### src/mmdec_pkg.sv
// Package with register map, field layout and address windows of the memory map decoder.
`default_nettype none
package mmdec_pkg;
    // Register offsets (printed offsets are not word multiples, so they are indices).
    localparam logic [11:0] IDX_MAP_CTRL   = 12'hFD0;
    localparam logic [11:0] IDX_MAP_KEY    = 12'hFD1;
    localparam logic [11:0] IDX_MAP_SHADOW = 12'hFD2;
    localparam logic [11:0] IDX_MAP_STATUS = 12'hFD3;
    localparam logic [11:0] IDX_SERIAL_MD  = 12'hFD4;
    // Fields and reset values.
    localparam int          BOOT_SEL_BIT   = 4;
    localparam logic [7:0]  CTRL_RESET     = 8'h40;
    localparam logic [7:0]  CTRL_WMASK     = 8'hFF;
    localparam logic [7:0]  MAP_KEY_VALUE  = 8'hD5;
    localparam int          STATUS_USED    = 3;
    // Code space windows.
    localparam logic [16:0] CODE_FLASH_LO  = 17'h10000;
    localparam logic [16:0] CODE_FLASH_HI  = 17'h1FFFF;
    localparam logic [16:0] CODE_BOOT_LO   = 17'h11000;
    localparam logic [16:0] CODE_BOOT_HI   = 17'h117FF;
    // Data space windows.
    localparam logic [16:0] SFR1_LO        = 17'h00000;
    localparam logic [16:0] SFR1_HI        = 17'h0003F;
    localparam logic [16:0] SFR2_LO        = 17'h00F00;
    localparam logic [16:0] SFR2_HI        = 17'h00FFF;
    localparam logic [16:0] SFR3_LO        = 17'h00E40;
    localparam logic [16:0] SFR3_HI        = 17'h00EFF;
    localparam logic [16:0] RAM_LO         = 17'h00040;
    localparam logic [16:0] RAM_HI         = 17'h00C3F;
    localparam logic [16:0] DATA_FLASH_LO  = 17'h01000;
    localparam logic [16:0] DATA_FLASH_HI  = 17'h0FFFF;
    localparam logic [16:0] DATA_BOOT_LO   = 17'h01000;
    localparam logic [16:0] DATA_BOOT_HI   = 17'h017FF;
    localparam int          BOOT_MAP_BITS  = 11;
    localparam logic [7:0]  SWI_OPCODE     = 8'hFF;
    // Decoded target of an access.
    typedef enum logic [2:0] {
        MMDEC_NONE, MMDEC_SFR, MMDEC_RAM, MMDEC_FLASH, MMDEC_BOOT, MMDEC_SWI
    } mmdec_tgt_t;
endpackage
`default_nettype wire

### src/mmdec_map_if.sv
// Interface carrying the active map setting from the register file to the decoders.
`default_nettype none
interface mmdec_map_if;
    logic       boot_map;
    logic       serial_mode;
    modport src (output boot_map, output serial_mode);
    modport dst (input boot_map, input serial_mode);
endinterface
`default_nettype wire

### src/mmdec_space.sv
// One address space decoder: the code or data window map.
`default_nettype none
module mmdec_space
    import mmdec_pkg::*;
#(
    parameter bit IS_CODE     = 1'b1,
    parameter bit FLASH_BIG   = 1'b1
) (
    // Clock and reset.
    input  wire logic        i_clk,
    input  wire logic        i_arst_n,
    // Map setting.
    mmdec_map_if.dst         map,
    // Access.
    input  wire logic        i_req,
    input  wire logic [16:0] i_addr,
    output mmdec_tgt_t       o_tgt,
    output logic [16:0]      o_offs
);
    mmdec_tgt_t  tgt_nxt;
    logic [16:0] offs_nxt;

    function automatic logic inr(input logic [16:0] a, input logic [16:0] lo, input logic [16:0] hi);
        inr = (a >= lo) && (a <= hi);
    endfunction

    always_comb begin
        tgt_nxt  = MMDEC_NONE;
        offs_nxt = 17'h00000;
        if (!i_req) begin
            tgt_nxt = MMDEC_NONE;
        end else if (IS_CODE) begin
            if (map.boot_map && (inr(i_addr, CODE_BOOT_LO, CODE_BOOT_HI) || map.serial_mode)
                && i_addr >= CODE_FLASH_LO) begin
                tgt_nxt  = MMDEC_BOOT;
                offs_nxt = map.serial_mode ? i_addr - CODE_FLASH_LO : i_addr - CODE_BOOT_LO;
            end else if (inr(i_addr, CODE_BOOT_LO, CODE_BOOT_HI) && !FLASH_BIG) begin
                tgt_nxt = MMDEC_SWI;
            end else if (inr(i_addr, CODE_FLASH_LO, CODE_FLASH_HI)) begin
                tgt_nxt  = MMDEC_FLASH;
                offs_nxt = i_addr - CODE_FLASH_LO;
            end
        end else begin
            if (inr(i_addr, SFR1_LO, SFR1_HI) || inr(i_addr, SFR2_LO, SFR2_HI)
                || inr(i_addr, SFR3_LO, SFR3_HI)) begin
                tgt_nxt  = MMDEC_SFR;
                offs_nxt = i_addr;
            end else if (inr(i_addr, RAM_LO, RAM_HI)) begin
                tgt_nxt  = MMDEC_RAM;
                offs_nxt = i_addr - RAM_LO;
            end else if (map.boot_map && inr(i_addr, DATA_BOOT_LO, DATA_BOOT_HI)) begin
                tgt_nxt  = MMDEC_BOOT;
                offs_nxt = i_addr - DATA_BOOT_LO;
            end else if (inr(i_addr, DATA_FLASH_LO, DATA_FLASH_HI)) begin
                tgt_nxt  = MMDEC_FLASH;
                offs_nxt = i_addr - DATA_FLASH_LO;
            end
        end
    end

    always_ff @(posedge i_clk or negedge i_arst_n) begin
        if (!i_arst_n) begin
            o_tgt  <= MMDEC_NONE;
            o_offs <= 17'h00000;
        end else begin
            o_tgt  <= tgt_nxt;
            o_offs <= offs_nxt;
        end
    end

    a_boot_off_unmapped: assert property (@(posedge i_clk) disable iff (!i_arst_n)
        (i_req && !map.boot_map) |=> (o_tgt != MMDEC_BOOT))
        else $error("Boot ROM decoded while unmapped.");
    a_boot_window_hit: assert property (@(posedge i_clk) disable iff (!i_arst_n)
        (i_req && map.boot_map && !IS_CODE && inr(i_addr, DATA_BOOT_LO, DATA_BOOT_HI)) |=> (o_tgt == MMDEC_BOOT))
        else $error("Boot ROM lost priority in data space.");
endmodule
`default_nettype wire

### src/mmdec_top.sv
// Top of the memory map decoder: APB register file, key-gated shadow and two space decoders.
`default_nettype none
// Behaviour
// - After reset the boot ROM is mapped in neither code nor data space.
// - With the boot select bit set and the key written, boot ROM sits at 0x11000-0x117FF code and 0x01000-0x017FF data.
// - Outside serial programming mode only the lowest 2 KB of the boot ROM are reachable.
// - An unmapped boot region fetch returns Flash or a software-interrupt opcode per Flash size.
// - Control writes land in a front buffer and reach the active shadow only on key 0xD5.
// - A shadow readback register returns the setting in force, not the buffered one.
// - Flash is decoded at code addresses 0x10000-0x1FFFF.
// - Flash is decoded at data addresses 0x01000-0x0FFFF.
// - SFRs are decoded at data 0x00000-0x0003F, 0x00F00-0x00FFF and 0x00E40-0x00EFF.
// - RAM is decoded at data addresses 0x00040-0x00C3F.
// - RAM contents are not initialised at reset.
// - Bits 7 to 3 of the map status register read as zero.
// - Map status bit 0 shows the boot select in force, not the pending value; bits 2 and 1 read as zero.
module mmdec_top
    import mmdec_pkg::*;
#(
    parameter bit FLASH_BIG = 1'b1
) (
    // Clock and reset.
    input  wire logic        i_clk,
    input  wire logic        i_arst_n,
    // APB slave.
    input  wire logic        i_psel,
    input  wire logic        i_penable,
    input  wire logic        i_pwrite,
    input  wire logic [15:0] i_paddr,
    input  wire logic [31:0] i_pwdata,
    output logic [31:0]      o_prdata,
    output logic             o_pready,
    output logic             o_pslverr,
    // Code fetch port.
    input  wire logic        i_code_req,
    input  wire logic [16:0] i_code_addr,
    output mmdec_tgt_t       o_code_tgt,
    output logic [16:0]      o_code_offs,
    output logic [7:0]       o_swi_opcode,
    // Data access port.
    input  wire logic        i_data_req,
    input  wire logic [16:0] i_data_addr,
    output mmdec_tgt_t       o_data_tgt,
    output logic [16:0]      o_data_offs,
    // Map setting in force.
    output logic             o_boot_mapped
);
    logic [7:0]  ctrl_r;
    logic [7:0]  ctrl_nxt;
    logic [7:0]  shadow_r;
    logic [7:0]  shadow_nxt;
    logic        serial_r;
    logic        serial_nxt;
    logic [31:0] rdata_r;
    logic [31:0] rdata_nxt;
    logic        err_r;
    logic        err_nxt;
    logic        ack_r;
    logic        ack_nxt;
    logic        acc;
    logic        wr;
    logic [11:0] idx;
    logic        hit;

    mmdec_map_if map_bus ();

    // One wait state lets read data and error settle in a flip-flop before pready is shown.
    assign acc       = i_psel && i_penable;
    assign wr        = acc && i_pwrite && ack_r;
    assign idx       = i_paddr[13:2];
    assign o_pready  = ack_r;
    assign o_prdata  = rdata_r;
    assign o_pslverr = err_r;

    always_comb begin
        hit = (i_paddr[1:0] == 2'b00) && (idx == IDX_MAP_CTRL || idx == IDX_MAP_KEY
              || idx == IDX_MAP_SHADOW || idx == IDX_MAP_STATUS || idx == IDX_SERIAL_MD);
    end

    always_comb begin
        ctrl_nxt   = ctrl_r;
        shadow_nxt = shadow_r;
        serial_nxt = serial_r;
        if (wr && hit && idx == IDX_MAP_CTRL) begin
            ctrl_nxt = i_pwdata[7:0] & CTRL_WMASK;
        end
        if (wr && hit && idx == IDX_MAP_KEY && i_pwdata[7:0] == MAP_KEY_VALUE) begin
            shadow_nxt = ctrl_r;
        end
        if (wr && hit && idx == IDX_SERIAL_MD) begin
            serial_nxt = i_pwdata[0];
        end
    end

    always_comb begin
        rdata_nxt = 32'h00000000;
        err_nxt   = 1'b0;
        ack_nxt   = acc && !ack_r;
        if (acc && !ack_r && !hit) begin
            err_nxt = 1'b1;
        end else if (acc && !ack_r && !i_pwrite) begin
            case (idx)
                IDX_MAP_CTRL:   rdata_nxt = {24'h000000, ctrl_r};
                IDX_MAP_KEY:    rdata_nxt = 32'h00000000;
                IDX_MAP_SHADOW: rdata_nxt = {24'h000000, shadow_r};
                IDX_MAP_STATUS: rdata_nxt = {29'h00000000, 2'b00, shadow_r[BOOT_SEL_BIT]};
                IDX_SERIAL_MD:  rdata_nxt = {31'h00000000, serial_r};
                default:        rdata_nxt = 32'h00000000;
            endcase
        end
    end

    always_ff @(posedge i_clk or negedge i_arst_n) begin
        if (!i_arst_n) begin
            ctrl_r   <= CTRL_RESET;
            shadow_r <= CTRL_RESET;
            serial_r <= 1'b0;
            rdata_r  <= 32'h00000000;
            err_r    <= 1'b0;
            ack_r    <= 1'b0;
        end else begin
            ack_r    <= ack_nxt;
            ctrl_r   <= ctrl_nxt;
            shadow_r <= shadow_nxt;
            serial_r <= serial_nxt;
            rdata_r  <= rdata_nxt;
            err_r    <= err_nxt;
        end
    end

    // Read data is registered in the first access cycle and stands while pready is high.
    // RAM storage itself is outside this block and is left uninitialised.
    assign map_bus.boot_map    = shadow_r[BOOT_SEL_BIT];
    assign map_bus.serial_mode = serial_r;
    assign o_boot_mapped       = shadow_r[BOOT_SEL_BIT];
    assign o_swi_opcode        = SWI_OPCODE;

    mmdec_space #(
        .IS_CODE   (1'b1),
        .FLASH_BIG (FLASH_BIG)
    ) u_code (
        .i_clk    (i_clk),
        .i_arst_n (i_arst_n),
        .map      (map_bus.dst),
        .i_req    (i_code_req),
        .i_addr   (i_code_addr),
        .o_tgt    (o_code_tgt),
        .o_offs   (o_code_offs)
    );

    mmdec_space #(
        .IS_CODE   (1'b0),
        .FLASH_BIG (FLASH_BIG)
    ) u_data (
        .i_clk    (i_clk),
        .i_arst_n (i_arst_n),
        .map      (map_bus.dst),
        .i_req    (i_data_req),
        .i_addr   (i_data_addr),
        .o_tgt    (o_data_tgt),
        .o_offs   (o_data_offs)
    );

    a_key_commits: assert property (@(posedge i_clk) disable iff (!i_arst_n)
        (wr && idx == IDX_MAP_KEY && i_pwdata[7:0] == MAP_KEY_VALUE && i_paddr[1:0] == 2'b00)
        |=> (shadow_r == $past(ctrl_r)))
        else $error("Key did not commit the front buffer.");
    a_bad_key_holds: assert property (@(posedge i_clk) disable iff (!i_arst_n)
        (wr && idx == IDX_MAP_KEY && i_pwdata[7:0] != MAP_KEY_VALUE) |=> $stable(shadow_r))
        else $error("Wrong key changed the active setting.");
    a_ctrl_no_effect: assert property (@(posedge i_clk) disable iff (!i_arst_n)
        (wr && idx == IDX_MAP_CTRL) |=> $stable(shadow_r))
        else $error("Control write took effect without key.");
    a_status_upper_zero: assert property (@(posedge i_clk) disable iff (!i_arst_n)
        (acc && !i_pwrite && idx == IDX_MAP_STATUS && hit) |=> (o_prdata[7:STATUS_USED] == 5'h00))
        else $error("Status upper bits not zero.");
    a_status_in_force: assert property (@(posedge i_clk) disable iff (!i_arst_n)
        (acc && !ack_r && !i_pwrite && idx == IDX_MAP_STATUS && hit) |=> (o_prdata[0] == shadow_r[BOOT_SEL_BIT]))
        else $error("Status bit differs from active setting.");
    a_shadow_readback: assert property (@(posedge i_clk) disable iff (!i_arst_n)
        (acc && !ack_r && !i_pwrite && idx == IDX_MAP_SHADOW && hit) |=> (o_prdata[7:0] == $past(shadow_r)))
        else $error("Shadow readback wrong.");
    a_code_flash_map: assert property (@(posedge i_clk) disable iff (!i_arst_n)
        (i_code_req && !shadow_r[BOOT_SEL_BIT] && i_code_addr >= CODE_FLASH_LO && FLASH_BIG)
        |=> (o_code_tgt == MMDEC_FLASH && o_code_offs == $past(i_code_addr) - CODE_FLASH_LO))
        else $error("Code flash decode wrong.");
    a_ram_decode: assert property (@(posedge i_clk) disable iff (!i_arst_n)
        (i_data_req && i_data_addr >= RAM_LO && i_data_addr <= RAM_HI) |=> (o_data_tgt == MMDEC_RAM))
        else $error("RAM decode wrong.");
    a_sfr_decode: assert property (@(posedge i_clk) disable iff (!i_arst_n)
        (i_data_req && i_data_addr >= SFR2_LO && i_data_addr <= SFR2_HI) |=> (o_data_tgt == MMDEC_SFR))
        else $error("SFR decode wrong.");
    a_data_flash: assert property (@(posedge i_clk) disable iff (!i_arst_n)
        (i_data_req && i_data_addr > DATA_BOOT_HI && i_data_addr <= DATA_FLASH_HI
         && !(i_data_addr >= SFR3_LO && i_data_addr <= SFR2_HI))
        |=> (o_data_tgt == MMDEC_FLASH))
        else $error("Data flash decode wrong.");
    a_boot_code_map: assert property (@(posedge i_clk) disable iff (!i_arst_n)
        (i_code_req && shadow_r[BOOT_SEL_BIT] && i_code_addr >= CODE_BOOT_LO && i_code_addr <= CODE_BOOT_HI)
        |=> (o_code_tgt == MMDEC_BOOT && o_code_offs < 17'h00800))
        else $error("Boot ROM code decode wrong.");
endmodule
`default_nettype wire

### config.mk
export PLATFORM = sky130hd
export DESIGN_NAME = mmdec_top
export DESIGN_NICKNAME = d
export VERILOG_FILES = /design/src/mmdec_pkg.sv /design/src/mmdec_map_if.sv /design/src/mmdec_space.sv /design/src/mmdec_top.sv
export SDC_FILE = /design/constraint.sdc
export NUM_CORES = 1
export LEC_CHECK = 0
export BUFFER_PORTS_ARGS = -buffer_cell sky130_fd_sc_hd__buf_2
export CORE_MARGIN = 3
export CORE_UTILIZATION = 50
export CTS_CLUSTER_DIAMETER = 40
export DETAILED_ROUTE_END_ITERATION = 8
export PLACE_DENSITY = 0.94
export SLEW_MARGIN = 30
export SYNTH_ARGS = -nofsm -noshare
export SYNTH_HDL_FRONTEND = slang
export SYNTH_SLANG_ARGS = --single-unit
### constraint.sdc
create_clock -name i_clk -period 2.7 [get_ports i_clk]
set_clock_uncertainty 0.1 [all_clocks]
set_input_delay 0.27 -clock i_clk [delete_from_list [all_inputs] [get_ports i_clk]]
set_output_delay 0.27 -clock i_clk [all_outputs]
set_load 0.005 [all_outputs]
==> impl_results.md, run 1 <==
* H-tree depth at 3
* Max Cap Viol at 0
* Final hold viol count at 0
* Initial drt markers at 96
* R2R cell count at 5
* Final Cycle Share at 82.5%
* Final worst setup slack at 0.473 ns
* Final Critical Period at 2.23 ns
* Max VDD drop at 0.000281 V
* Share of the synthesized area in the top cell type at 44.5%
* RR Endpoint: shadow_r[2]
* Max-slew violation count at 0
* Worst hold stages at 2
* Initial antenna violation count at 0
* Mapped Cells at 349
* Most common cell in the netlist: dfrtp_1
* RR Startpoint: o_pready
* Fraction of the mapped netlist area in adder cells at 4.17%
* Worst R2R Setup Slack at 0.62 ns
* Post-synth EDFFs at 0
* Filler instances at 555
* Slowest stage delay, CP at 0.44 ns
* Routed wire length at 8.90 mm
* Total grt overflow at 0
* CP max-delay cell: or3_1
* Cell Rows at 30
* Average cell area after synthesis at 10.3 sq um
* Drt wl/cell at 15.7 um
* Vias per cell at 5.47
* Arrival time worst endpoint at 2.38 ns
* Post-synth top area cell: dfrtp_1
* Cell area after synthesis at 3600 sq um
* Total track usage at 21.3%
* Status: complete, no violations
* Clk_lat worst skew at 0.33 ns
* Post-synthesis simple-gate area fraction at 21.9%
* Synthesis-stage register bit count at 66
* Detail Route Antenna Nets at 0
* CP endpoint kind: flop
* XOR/XNOR share of the synthesized area at 1.46%
* Synth cell types at 54
* RSZ-0062 raised after global routing: false
* Post-synthesis sequential area ratio at 46.0%
* Largest family of logic cells by synthesized area: simple AND/OR/NAND/NOR gates
* Mux share of post-synthesis cell area at 7.86%
* Leakage at 2.24 nW
* Ant diodes at 0
* Layout Nets at 568
* Ports at 172
* Die Area at 8250 sq um
* CP max FO at 12
* Setup TNS at 0 ns
* Ys flop type: dfrtp_1
* Port Buffers at 113
* Number of global-route vias before repair at 3067
* Max transition margin at 64.9%
* Initial Util at 52.4%
* Via Count at 3105
* PD cells at 486 nW/um^2
* Clk sinks at 66
* Synth top area cells: dfrtp_1, buf_4, mux2_2, ha_1, nand4_1
* Fraction of layout cells with a size suffix above 1 at 33.3%
* CTS tree: built
* First-pass GRT wire length at 14.4 mm
* Die X at 90.8 um
* Clock buffers created by TritonCTS at 9
* GPL Wtd Cong at 0.985
* Area of the core at 6870 sq um
* Syn. warnings at 0
* Drt pass-1 iters at 4
* Min-Delay Path Class: in -> reg
* WP data required at 2.86 ns
* Die Height at 90.8 um
* Critical path startpoint category: input port
* Compound-cell area share of the yosys netlist at 8.83%
* Setup bufs post-CTS at 0
* CTS max path bufs at 2
* Hold wc startpoint: i_code_addr[14]
* Setup Crit Path Kind: in -> reg
* Placement Setup Slack at 0.199 ns
* Clk root buf: clkbuf_8
* Final setup violation count at 0
* Fmax at 449 MHz
* DRC Markers at 0
* Worst Hold Endpoint: u_code.o_offs[16]
* Post-DP HPWL at 6.78 mm
* FFs w/ async S/R, synth at 100%
* Most frequent cells after synthesis: dfrtp_1, buf_4, nand2_1, nor2_1, mux2_2
* Cells along the critical path: buf_2 > or3_1 > nor4_1 > o2bb2ai_1 > nand2_1 > a31oi_1 > buf_4 > o311a_1
* Slew @ Worst Pin at 0.527 ns
* Syn-to-layout area delta at 21.0%
* Clock-pin slew on the worst setup and hold paths at 0.08 ns
* Largest net degree at the start of global routing at 44
-- cell families after synthesis --
group | after synthesis
AO/OA/AOI/OAI | 44
AND/OR/NAND/NOR | 139
adder cells (fa/ha/maj) | 12
flip-flops | 66
XOR/XNOR | 6
other | 2
multiplexers | 26
buffers and inverters | 54
-- flip-flops by register name, summed over array words and instances (netlist names) --
register and count:
ctrl_r 8, map_bus.serial_mode 1, o_prdata 8, o_pready 1, o_pslverr 1, shadow_r 8
u_code.o_offs 17, u_code.o_tgt 2, u_data.o_offs 17, u_data.o_tgt 3
-- power breakdown --
part	switching [mW]	internal, mW	total, mW	leakage (nW)
Combinational	0.157	0.101	0.258	1.25
Sequential	0.00633	1.01	1.02	0.893
Clock	0.362	0.478	0.840	0.103
-- worst max-delay path: cells and delay by family --
kind	cells	cell delay (ns)
buf+inv	2	0.32
simple gates	3	1.07
compound gates	3	0.72
-- metrics by stage --
stage | utilization (%) | cells | area [sq um] | hold WS (ns) | power (mW)
after floorplan | - | 379 | 3710 | -0.126 | 1.18
after global placement | 60.2 | 551 | 4140 | 0.332 | 1.28
after detailed placement | 60.2 | 551 | 4140 | 0.347 | 1.29
after global routing | 63.4 | 568 | 4350 | 0.0758 | 2.22
after CTS | 63.4 | 568 | 4350 | 0.0743 | 2.13
final | 63.4 | 568 | 4350 | 0.0846 | 2.12
-- worst max path at each step --
stage	startpoint	to	depth (start not counted)
2_1_floorplan	i_data_addr[9]	u_data.o_offs[14]	8
3_3_place_gp	i_data_addr[14]	u_data.o_offs[11]	8
3_5_place_dp	i_data_addr[14]	u_data.o_offs[11]	8
4_1_cts	i_data_addr[14]	u_data.o_offs[11]	8
5_1_grt	i_data_addr[10]	u_data.o_offs[15]	7
6_report	i_data_addr[14]	u_data.o_offs[11]	8
-- routing by layer --
metal / global-route usage (%) / wire [um]
met1: 25.1 / 3430
met2: 37.9 / 4470
met3: 5.25 / 866
met4: 7.29 / 129
met5: 0 / 0
-- cell type report --
cell class | instances | area [sq um] | area share (%)
Clock buffer | 12 | 155 | 3.56
Clock inverter | 4 | 51.3 | 1.18
Inverter | 12 | 45.0 | 1.03
Multi-Input combinational cell | 259 | 1710 | 39.3
Sequential cell | 66 | 1650 | 38.0
Tap cell | 96 | 120 | 2.76
Timing Repair Buffer | 119 | 616 | 14.1
-- cell usage in the layout (no fill, tap or decap), types with 6 or more instances in the layout --
| cell type | Yosys | layout |
|---|---|---|
| ha_1 | 12 | 12 |
| nand3_1 | 11 | 11 |
| nor2b_1 | 15 | 15 |
| xnor2_1 | 6 | 6 |
| dfrtp_1 | 64 | 64 |
| nor2_1 | 20 | 20 |
| buf_4 | 33 | 6 |
| nand2_1 | 20 | 20 |
| clkbuf_8 | 0 | 11 |
| a21oi_1 | 10 | 10 |
| and2_1 | 14 | 14 |
| nor3_1 | 13 | 13 |
| nand4_1 | 15 | 15 |
| mux2i_1 | 8 | 8 |
| conb_1 | 2 | 32 |
| nor4_1 | 10 | 10 |
| mux2_2 | 18 | 18 |
| inv_1 | 12 | 12 |
| buf_2 | 2 | 112 |
-- repair_timing --
action,in CTS,in global routing
resized for setup,0,0
endpoints found under the hold margin,14,0
hold buffers,1,0
No activity file was read; power rests on OpenSTA's default activity.
==> run 2: changes to the inputs <==
- CORE_UTILIZATION: 50 -> 47
- PLACE_DENSITY: 0.94 -> 0.9
- clock period: 2.7 -> 2.2 ns (I/O delays scaled with it)
==> run 2 against run 1 <==
Clock power up 49%. Global-route usage down 0.39 points. Utilization up 0.16 points. Critical path depth did not move. Register-to-register slack worse by 0.25 ns. Sequential share of layout area down 2.5 points. Cell count grew 6.3%. Critical path type unchanged.
==> impl_results.md, run 2 (synthesized netlist as in run 1, its figures left out) <==
* Clock buffers created by TritonCTS at 9
* Filler instances at 550
* Cells along the critical path: buf_2 > or4_4 > nor4_4 > a21bo_4 > and2_4 > buf_4 > or3_1 > a21oi_1
* Dpl cells at 587
* Total track usage at 21.0%
* Final setup violation count at 0
* Slowest stage delay, CP at 0.55 ns
* Initial Util at 49.1%
* Min-Delay Path Class: in -> reg
* Fmax at 490 MHz
* Worst Path Buf+Inv at 2
* Total grt overflow at 0
* RSZ-0062 raised after global routing: false
* Largest net degree at the start of global routing at 41
* Initial antenna violation count at 0
* Ports at 172
* Slew @ Worst Pin at 0.627 ns
* Final Critical Period at 2.04 ns
* Clk root buf: clkbuf_8
* Routed wire length at 9.11 mm
* H-tree depth at 3
* Layout Nets at 601
* Final hold viol count at 0
* Initial drt markers at 138
* CTS max path bufs at 2
* Leakage at 2.43 nW
* Vias per cell at 5.34
* Status: complete, no violations
* Max-slew violation count at 0
* Tot Pwr at 2.85 mW
* Commonest non-fill, non-tap cell in the layout: buf_2
* Ant diodes at 0
* CP max-delay cell: or4_4
* Via Count at 3223
* CP endpoint kind: flop
* GPL Wtd Cong at 0.959
* Die X at 93.5 um
* CTS tree: built
* Clk_lat worst skew at 0.34 ns
* Die Area at 8740 sq um
* DRC Markers at 0
* Clk sinks at 66
* Arrival time worst endpoint at 2.20 ns
* Detail Route Antenna Nets at 0
* Clock-pin slew on the worst setup and hold paths at 0.08 ns
* Hold_ws at 0.0260 ns
* Placement Setup Slack at -0.203 ns
* Final Util at 63.5%
* CP max FO at 7
* Drt wl/cell at 15.1 um
* Hold_buf cts at 1
* Setup Crit Path Kind: in -> reg
* First-pass GRT wire length at 14.5 mm
* Cell Rows at 31
* Most frequent cells in the layout: buf_2, dfrtp_1, buf_4, conb_1
* Max Cap Viol at 0
* Post-DP HPWL at 7.15 mm
* Final Cycle Share at 92.8%
* Max VDD drop at 0.000354 V
* Die Height at 93.5 um
* Port Buffers at 113
* Max transition margin at 58.2%
* Fraction of layout cells with a size suffix above 1 at 37.8%
* Drt pass-1 iters at 5
* Final worst setup slack at 0.158 ns
* Largest regs: u_code.o_offs x17, u_data.o_offs x17
* Critical path startpoint category: input port
* Syn-to-layout area delta at 29.5%
* WP data required at 2.36 ns
* PD cells at 611 nW/um^2
* Number of global-route vias before repair at 3164
* CP delay by family, top: simple AND/OR/NAND/NOR gates
* Area of the core at 7330 sq um
* CTS-repair resized insts at 0
* Post-Layout Cell Count at 604
* Setup bufs post-CTS at 0
-- run 2: cell types whose count changed in the layout (fill, tap and decap cells not counted), sizes merged --
| cell | change |
|---|---|
| clkinv | +1 |
| inv | +1 |
| clkinvlp | -1 |
| bufinv | +2 |
| buf | +33 |
| clkbuf | -3 |
-- run 2: metal layers --
layer | track usage (%) | share of wire (%) | vias to the layer above | wire [um]
met1 | 24.0 | 38 | 1536 | 3490
met4 | 8.30 | 1.7 | 0 | 156
met3 | 4.51 | 9.4 | 14 | 859
met5 | 0 | 0 | - | 0
li1 | - | - | 1486 | -
met2 | 37.7 | 51 | 187 | 4600
-- run 2: worst paths after layout --
path / startpoint / endpoint / slack, ns / depth (start not counted)
setup / recovery: i_data_addr[8] / u_data.o_offs[14] / 0.16 / 8
hold / removal: i_pwdata[7] / ctrl_r[7] / 0.03 / 2
setup reg to reg: o_pready / shadow_r[3] / 0.37 / 6
hold reg to reg: o_pready / o_pslverr / 0.39 / 1
max in group asynchronous: i_arst_n / u_code.o_offs[7] / 1.03 / 3
min in group asynchronous: i_arst_n / o_prdata[7] / 0.32 / 2
-- run 2: power breakdown --
part,total [mW],leakage [nW],internal (mW),switching (mW)
clock network,1.25,0.124,0.762,0.486
logic,0.348,1.41,0.149,0.200
registers,1.25,0.893,1.24,0.00881
total,2.85,2.43,2.15,0.695
-- run 2: metrics by stage --
step	TNS, ns	area [sq um]
global placement	-1.18	4400
floorplan	-0.119	3720
detailed placement	-1.76	4400
global route	0	4660
finish	0	4660
CTS	0	4660
-- run 2: layout make-up --
cell class	instances	area (sq um)	area share, %
flip-flops and latches	66	1650	35.5
inverters	12	45.0	0.967
well taps	99	124	2.66
multi-input cells	259	1710	36.8
repair buffers	152	873	18.7
clock inverters	7	125	2.69
clock buffers	9	124	2.66
==> run 3: changes to the inputs <==
- REMOVE_ABC_BUFFERS: unset -> 1
==> run 3 against run 2 <==
Die area unchanged. Power decreased by 4.6%. Sequential cell count unchanged. First-iteration DRC count is 33% lower. Count of clock-buffer cells in the layout is the same. Clock power shrank 9.6%. Critical path type unchanged. Largest power group unchanged.
==> impl_results.md, run 3 (synthesized netlist as in run 1, its figures left out) <==
* Slew @ Worst Pin at 0.497 ns
* CP max FO at 12
* GPL Wtd Cong at 1.01
* Critical path startpoint category: input port
* Largest regs: u_code.o_offs x17, u_data.o_offs x17
* Initial Util at 49.1%
* Drt wl/cell at 14.4 um
* Status: complete, no violations
* Tot Pwr at 2.72 mW
* Largest net degree at the start of global routing at 67
* Initial drt markers at 93
* Die X at 93.5 um
* Fmax at 499 MHz
* Vias per cell at 5.29
* Clk sinks at 66
* Via Count at 3155
* Number of global-route vias before repair at 3055
* Commonest non-fill, non-tap cell in the layout: buf_2
* Detail Route Antenna Nets at 0
* Ant diodes at 0
* Setup Crit Path Kind: in -> reg
* Cell Rows at 31
* Clock buffers created by TritonCTS at 9
* Cells along the critical path: buf_2 > buf_4 > nor4_1 > and4_1 > a31oi_1 > or3_1 > a31oi_1 > buf_4 > o311a_1
* CP max-delay cell: nor4_1
* Max VDD drop at 0.000265 V
* CTS tree: built
* Initial antenna violation count at 0
* RSZ-0062 raised after global routing: false
* Die Area at 8740 sq um
* Clk_lat worst skew at 0.33 ns
* Syn-to-layout area delta at 27.1%
* PD cells at 594 nW/um^2
* Drt pass-1 iters at 4
* Layout Nets at 593
* Ports at 172
* Slowest stage delay, CP at 0.40 ns
* First-pass GRT wire length at 13.8 mm
* CTS max path bufs at 2
* Max-slew violation count at 0
* RR Endpoint: shadow_r[2]
* Final Critical Period at 2.00 ns
* Clk root buf: clkbuf_8
* Crit path to: u_data.o_offs[11]
* Routed wire length at 8.61 mm
* R2R cell count at 6
* Setup TNS at 0 ns
* Filler instances at 581
* Final Cycle Share at 91.0%
* Most frequent cells in the layout: buf_2, dfrtp_1, conb_1, buf_4
* Post-DP HPWL at 6.70 mm
* Leakage at 2.37 nW
* Final hold viol count at 0
* Final setup violation count at 0
* RR Startpoint: o_pready
* Worst R2R Setup Slack at 0.28 ns
* Min-Delay Path Class: in -> reg
* Area of the core at 7330 sq um
* Die Height at 93.5 um
* DRC Markers at 0
* Max transition margin at 66.6%
* Hold_ws at 0.0237 ns
* Max Cap Viol at 0
* WP data required at 2.37 ns
* Fraction of layout cells with a size suffix above 1 at 36.8%
* Post-route cell area at 4570 sq um
* Total grt overflow at 0
* Clock-pin slew on the worst setup and hold paths at 0.08 ns
* Arrival time worst endpoint at 2.18 ns
* CP endpoint kind: flop
* Port Buffers at 113
* Setup bufs post-CTS at 0
* Total track usage at 19.8%
* Post-DP Area at 4340 sq um
* H-tree depth at 3
* CP startpoint: i_data_addr[8]
[run 3: routing by layer]
layer	vias to the layer above	share of wire, %	GRT usage [%]
li1	1471	-	-
met1	1466	37	22.7
met2	189	52	36.6
met3	29	9.3	4.42
met4	0	1.9	5.49
met5	-	0	0
[run 3: critical path, delay by kind of cell]
family / cells / cell delay, ns
AO/OA/AOI/OAI: 3 / 0.46
buffers and inverters: 3 / 0.42
AND/OR/NAND/NOR: 3 / 1.08
[run 3: what timing repair did]
item | 4_1_cts | 5_1_grt
endpoints found under the hold margin | 64 | 0
gates resized for setup | 0 | 0
hold buffers | 1 | 0
[run 3: how the worst min path moves through the flow]
stage               startpoint                end  slack, ns  depth (start not counted)
2_1_floorplan         i_arst_n          ctrl_r[0]      -0.18                          0
3_3_place_gp          i_arst_n   u_code.o_offs[3]       0.15                          2
3_5_place_dp          i_arst_n   u_code.o_offs[9]       0.16                          2
4_1_cts        i_code_addr[15]  u_code.o_offs[16]      0.002                          2
5_1_grt            i_pwdata[6]          ctrl_r[6]       0.01                          2
6_report           i_pwdata[6]          ctrl_r[6]       0.02                          2
[run 3: where the power goes]
part | internal (mW) | leakage [nW] | switching, mW
Clock | 0.645 | 0.102 | 0.484
Sequential | 1.24 | 0.893 | 0.00889
Combinational | 0.144 | 1.37 | 0.194
Total | 2.03 | 2.37 | 0.687
[run 3: stage by stage]
| stage | utilization [%] | setup WS (ns) | instances |
|---|---|---|---|
| CTS | 62.4 | 0.227 | 596 |
| global route | 62.4 | 0.0419 | 596 |
| detailed placement | 59.2 | -0.127 | 579 |
| finish | 62.4 | 0.198 | 596 |
| floorplan | - | -0.0345 | 337 |
| global placement | 59.2 | -0.0178 | 579 |
[run 3: final cells by class]
type	instances	area (sq um)	share of cell area (%)
Sequential cell	66	1650	36.2
Multi-Input combinational cell	259	1710	37.5
Timing Repair Buffer	144	813	17.8
Clock buffer	9	124	2.71
Tap cell	99	124	2.71
Inverter	12	45.0	0.985
Clock inverter	7	100	2.19
